[config.mk]
export PLATFORM = sky130hd
export DESIGN_NAME = usb_port_phy_config_regs
export DESIGN_NICKNAME = d
export VERILOG_FILES = /design/src/usb_phy_pkg.sv /design/src/phy_port_select.sv /design/src/usb_port_phy_config_regs.sv
export VERILOG_INCLUDE_DIRS = /design/src
export SDC_FILE = /design/constraint.sdc
export NUM_CORES = 1
export LEC_CHECK = 0
export BUFFER_PORTS_ARGS = -buffer_cell sky130_fd_sc_hd__buf_2
export CAP_MARGIN = 20
export CORE_UTILIZATION = 40
export DETAILED_ROUTE_END_ITERATION = 10
export PLACE_DENSITY = 0.7
export SYNTH_ARGS = -nofsm -noshare
export SYNTH_HDL_FRONTEND = slang
export SYNTH_SLANG_ARGS = --single-unit
[constraint.sdc]
create_clock -name clk_sys_in -period 1.51 [get_ports clk_sys_in]
set_input_delay 0.302 -clock clk_sys_in [delete_from_list [all_inputs] [get_ports clk_sys_in]]
set_output_delay 0.302 -clock clk_sys_in [all_outputs]
set_load 0.01 [all_outputs]
[src/usb_phy_cfg.svh]
// register offsets, field positions and reset values of the port configuration bank
// Contract
// - superspeed fixed bits 7:4 force removable flag
// - high-speed fixed bits 3:0 force removable flag
// - two-port variant: ports 3,4 bits inert
// - all fields cleared by any reset
// - swing/emphasis register at e4h, resets zero
// - port 4 amplitude from bits 31:28
// - port 4 emphasis from bits 27:24
// - port 3 amplitude 23:20, emphasis 19:16
// - port 2 amplitude 15:12, emphasis 11:8
// - port 1 amplitude 7:4, emphasis 3:0
// - two-port variant: ports 3,4 fields inert
// - equalizer register at e8h, resets zero
// - per-port override bits; port 4 26,25,24
// - equalizer training/operating fields per port
`ifndef USB_PHY_CFG_SVH
`define USB_PHY_CFG_SVH
`define CFG_OFS_PORT_CONTROL 8'he0
`define CFG_OFS_TX_OVERRIDE 8'he4
`define CFG_OFS_RX_EQ_OVERRIDE 8'he8
`define CFG_OFS_OVERRIDE_ENABLE 8'hec
`define CFG_RESET_VALUE 32'h00000000
`define CFG_SS_FIXED_LSB 4
`define CFG_HS_FIXED_LSB 0
`define CFG_FIXED_MASK 32'h000000ff
`define CFG_OVERRIDE_MASK 32'h07070707
`define CFG_PORT_STRIDE 8
`define CFG_UPPER_FIELD_LSB 4
`define CFG_LOWER_FIELD_LSB 0
`define CFG_OVR_EMPHASIS_BIT 0
`define CFG_OVR_AMPLITUDE_BIT 1
`define CFG_OVR_EQ_BIT 2
`endif

[src/usb_phy_pkg.sv]
// types shared by the port configuration bank
`default_nettype none
package usb_phy_pkg;
   typedef logic [3:0] phy_field_t;
   typedef logic [31:0] cfg_word_t;
   typedef logic [7:0] cfg_addr_t;
endpackage
`default_nettype wire

[src/phy_port_select.sv]
// per-port choice between override fields and built-in defaults
`default_nettype none
module phy_port_select
   import usb_phy_pkg::*;
(
   // clock and clear
   input wire logic clk_sys_in,
   input wire logic clear_in,
   // controls
   input wire logic present_in,
   input wire logic amp_ovr_in,
   input wire logic emph_ovr_in,
   input wire logic eq_ovr_in,
   // fields and defaults
   input wire usb_phy_pkg::phy_field_t amp_field_in,
   input wire usb_phy_pkg::phy_field_t emph_field_in,
   input wire usb_phy_pkg::phy_field_t eq_train_field_in,
   input wire usb_phy_pkg::phy_field_t eq_oper_field_in,
   input wire usb_phy_pkg::phy_field_t amp_default_in,
   input wire usb_phy_pkg::phy_field_t emph_default_in,
   input wire usb_phy_pkg::phy_field_t eq_train_default_in,
   input wire usb_phy_pkg::phy_field_t eq_oper_default_in,
   // settings to the phy
   output var usb_phy_pkg::phy_field_t amp_out,
   output var usb_phy_pkg::phy_field_t emph_out,
   output var usb_phy_pkg::phy_field_t eq_train_out,
   output var usb_phy_pkg::phy_field_t eq_oper_out
);
   import usb_phy_pkg::*;

   // an absent port keeps its defaults whatever the fields hold
   always_ff @(posedge clk_sys_in)
   begin
      if (clear_in)
      begin
         amp_out <= amp_default_in;
         emph_out <= emph_default_in;
         eq_train_out <= eq_train_default_in;
         eq_oper_out <= eq_oper_default_in;
      end
      else
      begin
         amp_out <= (present_in && amp_ovr_in) ? amp_field_in : amp_default_in;
         emph_out <= (present_in && emph_ovr_in) ? emph_field_in : emph_default_in;
         eq_train_out <= (present_in && eq_ovr_in) ? eq_train_field_in : eq_train_default_in;
         eq_oper_out <= (present_in && eq_ovr_in) ? eq_oper_field_in : eq_oper_default_in;
      end
   end
endmodule
`default_nettype wire

[src/usb_port_phy_config_regs.sv]
// configuration-space register bank for downstream port removability and phy overrides
`default_nettype none
`include "usb_phy_cfg.svh"
module usb_port_phy_config_regs
   import usb_phy_pkg::*;
#(
   parameter int NUM_PORTS = 4,
   parameter logic [15:0] AMP_DEFAULTS = 16'h0000,
   parameter logic [15:0] EMPH_DEFAULTS = 16'h0000,
   parameter logic [15:0] EQ_TRAIN_DEFAULTS = 16'h0000,
   parameter logic [15:0] EQ_OPER_DEFAULTS = 16'h0000
)
(
   // clock and resets
   input wire logic clk_sys_in,
   input wire logic resetn_in,
   input wire logic pcie_resetn_in,
   input wire logic global_reset_in,
   // configuration access
   input wire logic cfg_req_in,
   input wire logic cfg_write_in,
   input wire usb_phy_pkg::cfg_addr_t cfg_addr_in,
   input wire logic [3:0] cfg_be_in,
   input wire usb_phy_pkg::cfg_word_t cfg_wdata_in,
   output var usb_phy_pkg::cfg_word_t cfg_rdata_out,
   output logic cfg_ack_out,
   // removable flags from the port status logic
   input wire logic [3:0] ss_removable_in,
   input wire logic [3:0] hs_removable_in,
   output var logic [3:0] ss_removable_out,
   output var logic [3:0] hs_removable_out,
   // phy settings, port 1 in bits 3:0
   output var logic [15:0] tx_amplitude_out,
   output var logic [15:0] tx_emphasis_out,
   output var logic [15:0] rx_eq_training_out,
   output var logic [15:0] rx_eq_operating_out
);
   import usb_phy_pkg::*;

   // synchronised reset pins
   logic pcie_meta_q;
   logic pcie_sync_q;
   logic global_reset_in_meta_q;
   logic global_reset_in_sync_q;
   logic clear;
   // register words
   cfg_word_t port_control_q;
   cfg_word_t tx_override_q;
   cfg_word_t rx_eq_override_q;
   cfg_word_t override_enable_q;
   logic ack_q;
   logic [3:0] present;

   // request decode
   logic rd_req;
   logic [3:0] wr_hit;
   logic [3:0] rd_hit;
   cfg_word_t rdata_d;

   function automatic cfg_word_t merge_bytes(input cfg_word_t old_w, input cfg_word_t new_w,
                                             input logic [3:0] be, input cfg_word_t mask);
      cfg_word_t res;
      res = old_w;
      for (int b = 0; b < 4; b++)
      begin
         if (be[b])
         begin
            res[b*8 +: 8] = new_w[b*8 +: 8];
         end
      end
      return res & mask;
   endfunction

   // one-hot choice of the mapped word; the write and the read path share it
   function automatic logic [3:0] decode_offset(input cfg_addr_t addr);
      logic [3:0] hit;
      hit = 4'h0;
      unique case (addr)
         `CFG_OFS_PORT_CONTROL:
         begin
            hit[0] = 1'b1;
         end
         `CFG_OFS_TX_OVERRIDE:
         begin
            hit[1] = 1'b1;
         end
         `CFG_OFS_RX_EQ_OVERRIDE:
         begin
            hit[2] = 1'b1;
         end
         `CFG_OFS_OVERRIDE_ENABLE:
         begin
            hit[3] = 1'b1;
         end
         default:
         begin
            hit = 4'h0;
         end
      endcase
      return hit;
   endfunction

   // a fixed bit only forces the flag on a port that is fitted
   function automatic logic force_removable(input logic raw, input logic fitted, input logic fixed);
      return raw | (fitted & fixed);
   endfunction

   // reset pins come from outside the clock domain; the bank stays clear until both have settled
   always_ff @(posedge clk_sys_in)
   begin
      if (!resetn_in)
      begin
         pcie_meta_q <= 1'b0;
         pcie_sync_q <= 1'b0;
      end
      else
      begin
         pcie_meta_q <= pcie_resetn_in;
         pcie_sync_q <= pcie_meta_q;
      end
   end

   // the global reset pin is active high, so its flops rest at one
   always_ff @(posedge clk_sys_in)
   begin
      if (!resetn_in)
      begin
         global_reset_in_meta_q <= 1'b1;
         global_reset_in_sync_q <= 1'b1;
      end
      else
      begin
         global_reset_in_meta_q <= global_reset_in;
         global_reset_in_sync_q <= global_reset_in_meta_q;
      end
   end

   // the bank clears while the chip reset or either synchronised pin asks for it;
   // a pin pulse shorter than one clock may be missed
   assign clear = !resetn_in || !pcie_sync_q || global_reset_in_sync_q;

   // a request hits at most one word; unmapped offsets hit none
   assign rd_req = cfg_req_in && !cfg_write_in;
   assign wr_hit = (cfg_req_in && cfg_write_in) ? decode_offset(cfg_addr_in) : 4'h0;
   assign rd_hit = rd_req ? decode_offset(cfg_addr_in) : 4'h0;

   // writes are ignored while any reset holds the bank clear
   // only the fixed bits of this word are built; its control fields read zero
   always_ff @(posedge clk_sys_in)
   begin
      if (clear)
      begin
         port_control_q <= `CFG_RESET_VALUE;
      end
      else if (wr_hit[0])
      begin
         port_control_q <= merge_bytes(port_control_q, cfg_wdata_in, cfg_be_in, `CFG_FIXED_MASK);
      end
   end

   // transmit fields only act once the matching override bit is set
   always_ff @(posedge clk_sys_in)
   begin
      if (clear)
      begin
         tx_override_q <= `CFG_RESET_VALUE;
      end
      else if (wr_hit[1])
      begin
         tx_override_q <= merge_bytes(tx_override_q, cfg_wdata_in, cfg_be_in, 32'hffffffff);
      end
   end

   // equalizer fields only act once the port's equalizer override bit is set
   always_ff @(posedge clk_sys_in)
   begin
      if (clear)
      begin
         rx_eq_override_q <= `CFG_RESET_VALUE;
      end
      else if (wr_hit[2])
      begin
         rx_eq_override_q <= merge_bytes(rx_eq_override_q, cfg_wdata_in, cfg_be_in, 32'hffffffff);
      end
   end

   // reserved bits are masked on the way in so they always read zero
   always_ff @(posedge clk_sys_in)
   begin
      if (clear)
      begin
         override_enable_q <= `CFG_RESET_VALUE;
      end
      else if (wr_hit[3])
      begin
         override_enable_q <= merge_bytes(override_enable_q, cfg_wdata_in, cfg_be_in,
                                          `CFG_OVERRIDE_MASK);
      end
   end

   // unmapped offsets read zero
   always_comb
   begin
      rdata_d = 32'h00000000;
      if (rd_hit[0])
      begin
         rdata_d = port_control_q;
      end
      if (rd_hit[1])
      begin
         rdata_d = tx_override_q;
      end
      if (rd_hit[2])
      begin
         rdata_d = rx_eq_override_q;
      end
      if (rd_hit[3])
      begin
         rdata_d = override_enable_q;
      end
   end

   // read data holds until the next read, so a slow reader still finds it
   always_ff @(posedge clk_sys_in)
   begin
      if (!resetn_in)
      begin
         cfg_rdata_out <= 32'h00000000;
      end
      else if (rd_req)
      begin
         cfg_rdata_out <= rdata_d;
      end
   end

   // one-cycle answer to every request, writes during a clear included
   always_ff @(posedge clk_sys_in)
   begin
      if (!resetn_in)
      begin
         ack_q <= 1'b0;
      end
      else
      begin
         ack_q <= cfg_req_in;
      end
   end

   assign cfg_ack_out = ack_q;

   // ports above NUM_PORTS keep their storage but steer nothing
   genvar p;
   generate
      for (p = 0; p < 4; p++)
      begin : g_port
         assign present[p] = (p < NUM_PORTS);

         // the fixed bit can only force the flag on; the raw flag still passes through
         always_ff @(posedge clk_sys_in)
         begin
            if (!resetn_in)
            begin
               ss_removable_out[p] <= 1'b0;
            end
            else
            begin
               ss_removable_out[p] <= force_removable(ss_removable_in[p], present[p],
                                                      port_control_q[`CFG_SS_FIXED_LSB + p]);
            end
         end

         always_ff @(posedge clk_sys_in)
         begin
            if (!resetn_in)
            begin
               hs_removable_out[p] <= 1'b0;
            end
            else
            begin
               hs_removable_out[p] <= force_removable(hs_removable_in[p], present[p],
                                                      port_control_q[`CFG_HS_FIXED_LSB + p]);
            end
         end

         phy_port_select u_sel (
            .clk_sys_in(clk_sys_in),
            .clear_in(clear),
            .present_in(present[p]),
            .amp_ovr_in(override_enable_q[p*`CFG_PORT_STRIDE + `CFG_OVR_AMPLITUDE_BIT]),
            .emph_ovr_in(override_enable_q[p*`CFG_PORT_STRIDE + `CFG_OVR_EMPHASIS_BIT]),
            .eq_ovr_in(override_enable_q[p*`CFG_PORT_STRIDE + `CFG_OVR_EQ_BIT]),
            .amp_field_in(tx_override_q[p*`CFG_PORT_STRIDE + `CFG_UPPER_FIELD_LSB +: 4]),
            .emph_field_in(tx_override_q[p*`CFG_PORT_STRIDE + `CFG_LOWER_FIELD_LSB +: 4]),
            .eq_train_field_in(rx_eq_override_q[p*`CFG_PORT_STRIDE + `CFG_UPPER_FIELD_LSB +: 4]),
            .eq_oper_field_in(rx_eq_override_q[p*`CFG_PORT_STRIDE + `CFG_LOWER_FIELD_LSB +: 4]),
            .amp_default_in(AMP_DEFAULTS[p*4 +: 4]),
            .emph_default_in(EMPH_DEFAULTS[p*4 +: 4]),
            .eq_train_default_in(EQ_TRAIN_DEFAULTS[p*4 +: 4]),
            .eq_oper_default_in(EQ_OPER_DEFAULTS[p*4 +: 4]),
            .amp_out(tx_amplitude_out[p*4 +: 4]),
            .emph_out(tx_emphasis_out[p*4 +: 4]),
            .eq_train_out(rx_eq_training_out[p*4 +: 4]),
            .eq_oper_out(rx_eq_operating_out[p*4 +: 4])
         );
      end
   endgenerate
endmodule
`default_nettype wire

==> qor.txt, run 1 <==
status -> completed
reg-to-reg endpoint -> override_enable_q[17]$_SDFFE_PP0P_
ratio of cells with drive above 1 in the final layout -> 30.10%
Critical R2R Launch -> global_reset_in_sync_q$_SDFF_PN1_
worst path bufs/invs -> 1
# setup viols final -> 0
Final Critical Period -> 1.345 ns
fin cells -> 1,112
Slew @ Worst Pin -> 0.3683 ns
Critical Path End Type -> flop
GPL Wtd Cong -> 0.8076
worst path cell trace -> and3b_4, buf_12, nand2_1, mux2i_1
fill count -> 1,588
commonest non-fill, non-tap cell in the layout -> dfxtp_1
Initial DRC Count -> 380
max-slew violation count -> 0
Post-synth EDFFs -> 0
CTS tree -> done
port buffer count -> 162
syn_area_per_cell -> 10.35 sq um
# Post-CTS Setup Buffers -> 0
max-cap viol count -> 0
IO Pins -> 163
Crit Path Category -> reg -> reg
PD cells -> 1103 mW/mm^2
Worst Path Arrival -> 1.70 ns
dpl hpwl -> 13,220 um
Die X -> 136.3 um
Sink Count -> 193
WP data required -> 1.87 ns
Unique masters post-synth -> 33
Slew headroom -> 75.42%
CP max stage delay -> 0.33 ns
RSZ-0062 raised after global routing -> false
root buf cell -> clkbuf_16
die area -> 0.01858 sq mm
asr flop ratio synth -> 0%
largest net degree at the start of global routing -> 87
placed cells -> 1,080
top cell type's share of synthesized area -> 53.55%
most frequent cells in the layout -> dfxtp_1, buf_2, nand2_1, mux2i_1, and3_1
Nets -> 932
Worst setup endpoint -> override_enable_q[17]$_SDFFE_PP0P_
Synth Warn # -> 0
row count -> 48
Worst-Skew Late Latency -> 0.43 ns
first-pass GRT wire length -> 28,860 um
Syn Inst Count -> 697
CTS HTree Levels -> 4
Area Overhead vs Synth -> 27.45%
critical path peak fanout -> 86
Core ar. -> 0.01748 sq mm
Pleak -> 4.611 nW
post-CTS sizing -> 0
dpl ws -> -0.1865 ns
type of origin of the critical path -> flop
Slowest cell on crit path -> and3b_4
Critical path origin -> global_reset_in_sync_q$_SDFF_PN1_
Final Hold Vio Count -> 0
period utilisation layout -> 89.06%
Primary FF master, synth -> dfxtp_1
initial core utilization -> 41.29%
Reg2Reg Depth -> 4
Worst R2R Setup Slack -> 0.17 ns
synthesized cell area -> 0.007216 sq mm
worst setup margin -> 0.1652 ns
WL/cell -> 16.51 um
Highest Clock Rate -> 0.7436 GHz
CTS clk-pin slew, worst paths -> 0.07 ns
CTS Hold Bufs -> 0
Yosys top cell by area -> dfxtp_1
vias per cell -> 5.083
CTS buffer count -> 17
grt total ovfl -> 0
sequential share of the synthesized area -> 53.55%
# diodes -> 0
flop and latch count out of synthesis -> 193
most area-consuming cells after synthesis -> dfxtp_1, mux2i_1, nand2_1, and3_1, and3b_1
drt drc -> 0
skew final -> 0.01861 ns
family with the most delay on the worst path -> simple AND/OR/NAND/NOR gates
vias in the first global route -> 5,399
DRT antenna net count -> 0
Routed WL -> 18,360 um
die height -> 136.3 um
Via Count -> 5,652
Total GRT Usage -> 20.30%
Max VDD drop -> 0.0007460 V
clk buf depth -> 2
antenna violations before repair -> 0
drt pass-1 iters -> 5
instance count on the critical path -> 4
type of the most critical hold path -> in -> reg
Post-Syn Nets -> 755
through the flow:
step	TNS [ns]	utilization, %	hold WS [ns]	total power, W	area [sq um]
after floorplan	0	-	0.3863	0.005394	7216
after global placement	-2.438	49.09	0.3892	0.005594	8579
after CTS	0	52.62	0.04742	0.01025	9196
final	0	52.62	0.06507	0.01015	9196
after global routing	0	52.62	0.05854	0.01049	9196
after detailed placement	-3.731	49.09	0.3924	0.005593	8579
report_power, final:
part	switching [W]	total (W)	internal (W)
combinational	0.000208	0.000369	0.000160
clock	0.00208	0.00467	0.00259
sequential	0.00000322	0.00511	0.00510
cell type report:
| cell class | instances | area, sq um | area share, % |
|---|---|---|---|
| Sequential cell | 193 | 3864 | 42.01 |
| Multi-Input combinational cell | 453 | 3124 | 33.97 |
| Timing Repair Buffer | 208 | 1306 | 14.20 |
| Clock buffer | 19 | 452.9 | 4.925 |
| Inverter | 1 | 3.754 | 0.04082 |
| Clock inverter | 13 | 163.9 | 1.782 |
| Tap cell | 225 | 281.5 | 3.061 |
per-layer routing:
metal	global-route usage (%)	wire [um]
met4	5.494	204
met3	4.773	832
met5	0	0
met2	32.37	8704
met1	27.29	8619
flip-flops by register name, summed over array words and instances (netlist names), 4 cells and up:
| name | cells |
|---|---|
| tx_override_q | 32 |
| hs_removable_out | 4 |
| override_enable_q | 12 |
| g_port.u_sel.eq_oper_out | 16 |
| g_port.u_sel.eq_train_out | 16 |
| rx_eq_override_q | 32 |
| g_port.u_sel.amp_out | 16 |
| port_control_q | 8 |
| cfg_rdata_out | 32 |
| g_port.u_sel.emph_out | 16 |
| ss_removable_out | 4 |
cell usage after synthesis, drive strengths merged (9+ instances only):
cell type / n
a21oi: 15
a22oi: 9
and3: 68
and3b: 31
buf: 18
clkbuf: 32
dfxtp: 193
mux2: 9
mux2i: 89
nand2: 131
nand3: 16
nand4: 10
nor2: 17
o2111ai: 15
o21ai: 14
worst register-to-register path: cells and delay by family (launching register included):
| kind | cells | cell delay, ns |
|---|---|---|
| simple gates | 2 | 0.55 |
| mux | 1 | 0.17 |
| flops | 1 | 0.29 |
| buf+inv | 1 | 0.28 |
worst min-delay path by stage:
stage	endpoint	slack, ns	start	cells after the start
after floorplan	global_reset_in_sync_q$_SDFF_PN1_	0.39	global_reset_in_meta_q$_SDFF_PN1_	1
after global placement	global_reset_in_sync_q$_SDFF_PN1_	0.39	global_reset_in_meta_q$_SDFF_PN1_	1
after detailed placement	global_reset_in_sync_q$_SDFF_PN1_	0.39	global_reset_in_meta_q$_SDFF_PN1_	1
after CTS	global_reset_in_meta_q$_SDFF_PN1_	0.05	global_reset_in	2
after global routing	global_reset_in_meta_q$_SDFF_PN1_	0.06	global_reset_in	2
final	global_reset_in_meta_q$_SDFF_PN1_	0.07	global_reset_in	2
logic make-up after synthesis:
group / Yosys count / synth area share (%)
mux: 101 / 14.69
flops: 193 / 53.55
simple gates: 291 / 22.77
compound gates: 61 / 5.792
buf+inv: 51 / 3.208
Power figures use the tool's default switching activity.
==> inputs of run 2 (changes only) <==
- CORE_ASPECT_RATIO: unset -> 1.1
- GPL_ROUTABILITY_DRIVEN: unset -> 0
- PLACE_DENSITY: 0.7 -> unset
==> qor.txt, run 2 (same netlist as run 1, synthesis figures left out) <==
status -> completed (unchanged)
Highest Clock Rate -> 0.7215 GHz (was 0.7436 GHz)
Hold WS -> 0.05717 ns (was 0.06507 ns)
IO Pins -> 163 (unchanged)
Final Critical Period -> 1.386 ns (was 1.345 ns)
drt pass-1 iters -> 5 (unchanged)
WL/cell -> 16.31 um (was 16.51 um)
post-CTS sizing -> 0 (unchanged)
Slew @ Worst Pin -> 0.3673 ns (was 0.3683 ns)
Nets -> 934 (was 932)
critical path peak fanout -> 82 (was 86)
RSZ-0062 raised after global routing -> false (unchanged)
DRT antenna net count -> 0 (unchanged)
grt total ovfl -> 0 (unchanged)
FF+latch area -> 0.003864 sq mm (unchanged)
Worst R2R Setup Slack -> 0.12 ns (was 0.17 ns)
Worst Path Arrival -> 1.74 ns (was 1.70 ns)
Die X -> 130.1 um (was 136.3 um)
PD cells -> 1064 mW/mm^2 (was 1103 mW/mm^2)
Critical path origin -> global_reset_in_sync_q$_SDFF_PN1_ (unchanged)
largest registers -> cfg_rdata_out: 32 flops, rx_eq_override_q: 32 flops, tx_override_q: 32 flops (unchanged)
WP data required -> 1.86 ns (was 1.87 ns)
largest net degree at the start of global routing -> 83 (was 87)
Worst setup endpoint -> rx_eq_override_q[16]$_SDFFE_PP0P_ (was override_enable_q[17]$_SDFFE_PP0P_)
Initial DRC Count -> 312 (was 380)
Sink Count -> 193 (unchanged)
commonest non-fill, non-tap cell in the layout -> dfxtp_1 (unchanged)
area of the multi-input gates -> 0.003124 sq mm (unchanged)
Total GRT Usage -> 20.35% (was 20.30%)
CTS HTree Levels -> 4 (unchanged)
# Post-CTS Setup Buffers -> 0 (unchanged)
Slew headroom -> 75.48% (was 75.42%)
skew final -> 0.02218 ns (was 0.01861 ns)
drt drc -> 0 (unchanged)
Reg2Reg Depth -> 4 (unchanged)
Worst-Skew Late Latency -> 0.44 ns (was 0.43 ns)
clk buf depth -> 2 (unchanged)
type of the most critical hold path -> in -> reg (unchanged)
# diodes -> 0 (unchanged)
Crit Path Category -> reg -> reg (unchanged)
Via Count -> 5,573 (was 5,652)
max-slew violation count -> 0 (unchanged)
worst setup margin -> 0.1240 ns (was 0.1652 ns)
CTS tree -> done (unchanged)
Final Hold Vio Count -> 0 (unchanged)
fill count -> 1,665 (was 1,588)
CTS clk-pin slew, worst paths -> 0.07 ns (about the same)
port buffer count -> 162 (unchanged)
CTS buffer count -> 17 (unchanged)
Power Total -> 0.009755 W (was 0.01015 W)
reg-to-reg endpoint -> rx_eq_override_q[16]$_SDFFE_PP0P_ (was override_enable_q[17]$_SDFFE_PP0P_)
final core occ -> 51.86% (was 52.62%)
CTS Hold Bufs -> 0 (unchanged)
Area Overhead vs Synth -> 27.03% (was 27.45%)
dpl hpwl -> 13,360 um (was 13,220 um)
vias in the first global route -> 5,333 (was 5,399)
die height -> 142.9 um (was 136.3 um)
Max VDD drop -> 0.0007895 V (was 0.0007460 V)
root buf cell -> clkbuf_16 (unchanged)
max-cap viol count -> 0 (unchanged)
# setup viols final -> 0 (unchanged)
hold_sp -> global_reset_in (unchanged)
first-pass GRT wire length -> 28,730 um (was 28,860 um)
vias per cell -> 4.945 (was 5.083)
most frequent cells in the layout -> dfxtp_1, buf_2, nand2_1, mux2i_1, and3_1 (unchanged)
hold path cells -> 2 (unchanged)
Routed WL -> 18,380 um (was 18,360 um)
antenna violations before repair -> 0 (unchanged)
ratio of cells with drive above 1 in the final layout -> 30.15% (was 30.10%)
Critical Path End Type -> flop (unchanged)
die area -> 0.01858 sq mm (about the same)
Core ar. -> 0.01768 sq mm (was 0.01748 sq mm)
dpl ws -> -0.2256 ns (was -0.1865 ns)
row count -> 51 (was 48)
Critical R2R Launch -> global_reset_in_sync_q$_SDFF_PN1_ (unchanged)
Pleak -> 4.583 nW (was 4.611 nW)
type of origin of the critical path -> flop (unchanged)
period utilisation layout -> 91.79% (was 89.06%)
initial core utilization -> 40.82% (was 41.29%)
[run 2: changes by cell type in the layout (fill, tap and decap cells not counted)]
| cell | delta |
|---|---|
| clkinv_2 | +1 |
| buf_4 | +2 |
| inv_8 | -1 |
| inv_6 | +1 |
| clkinv_4 | +1 |
| bufinv_16 | -2 |
| clkinv_8 | -1 |
| clkbuf_1 | +1 |
[run 2: critical path: stages, from the launching register on]
cell	delay, ns
dfxtp_1	0.30
and3b_4	0.36
buf_12	0.29
nand2_1	0.18
mux2i_1	0.15
[run 2: how the worst min path moves through the flow]
stage | to | slack, ns
after floorplan | global_reset_in_sync_q$_SDFF_PN1_ | 0.39
after global placement | global_reset_in_sync_q$_SDFF_PN1_ | 0.40
after detailed placement | global_reset_in_sync_q$_SDFF_PN1_ | 0.40
after global routing | ss_removable_out[1]$_SDFF_PN0_ | 0.05
after CTS | global_reset_in_meta_q$_SDFF_PN1_ | 0.05
final | global_reset_in_meta_q$_SDFF_PN1_ | 0.06
[run 2: stage by stage]
stage	cells	setup TNS, ns	area [sq um]
final	1127	0	9166
after global routing	1127	0	9166
after CTS	1127	0	9166
after detailed placement	1095	-5.044	8611
after global placement	1095	-3.520	8611
after floorplan	697	0	7216
[run 2: cell type report]
class	count	area share (%)
clock buffers	20	4.982
clock inverters	12	1.078
inverters	1	0.04095
multi-input cells	453	34.08
flip-flops and latches	193	42.15
well taps	238	3.249
repair buffers	210	14.41
[run 2: metal layers]
| layer | up-vias | share of wire, % | track usage [%] |
|---|---|---|---|
| met4 | 0 | 1.1 | 5.630 |
| met5 | - | 0 | 0 |
| li1 | 2805 | - | - |
| met1 | 2614 | 47 | 27.16 |
| met2 | 146 | 47 | 32.61 |
| met3 | 8 | 4.6 | 4.796 |
[run 2: power breakdown]
| part | total, W | switching, W | internal [W] |
|---|---|---|---|
| registers | 0.00511 | 0.00000400 | 0.00510 |
| clock network | 0.00426 | 0.00202 | 0.00224 |
| logic | 0.000386 | 0.000215 | 0.000171 |
| total | 0.00975 | 0.00224 | 0.00751 |
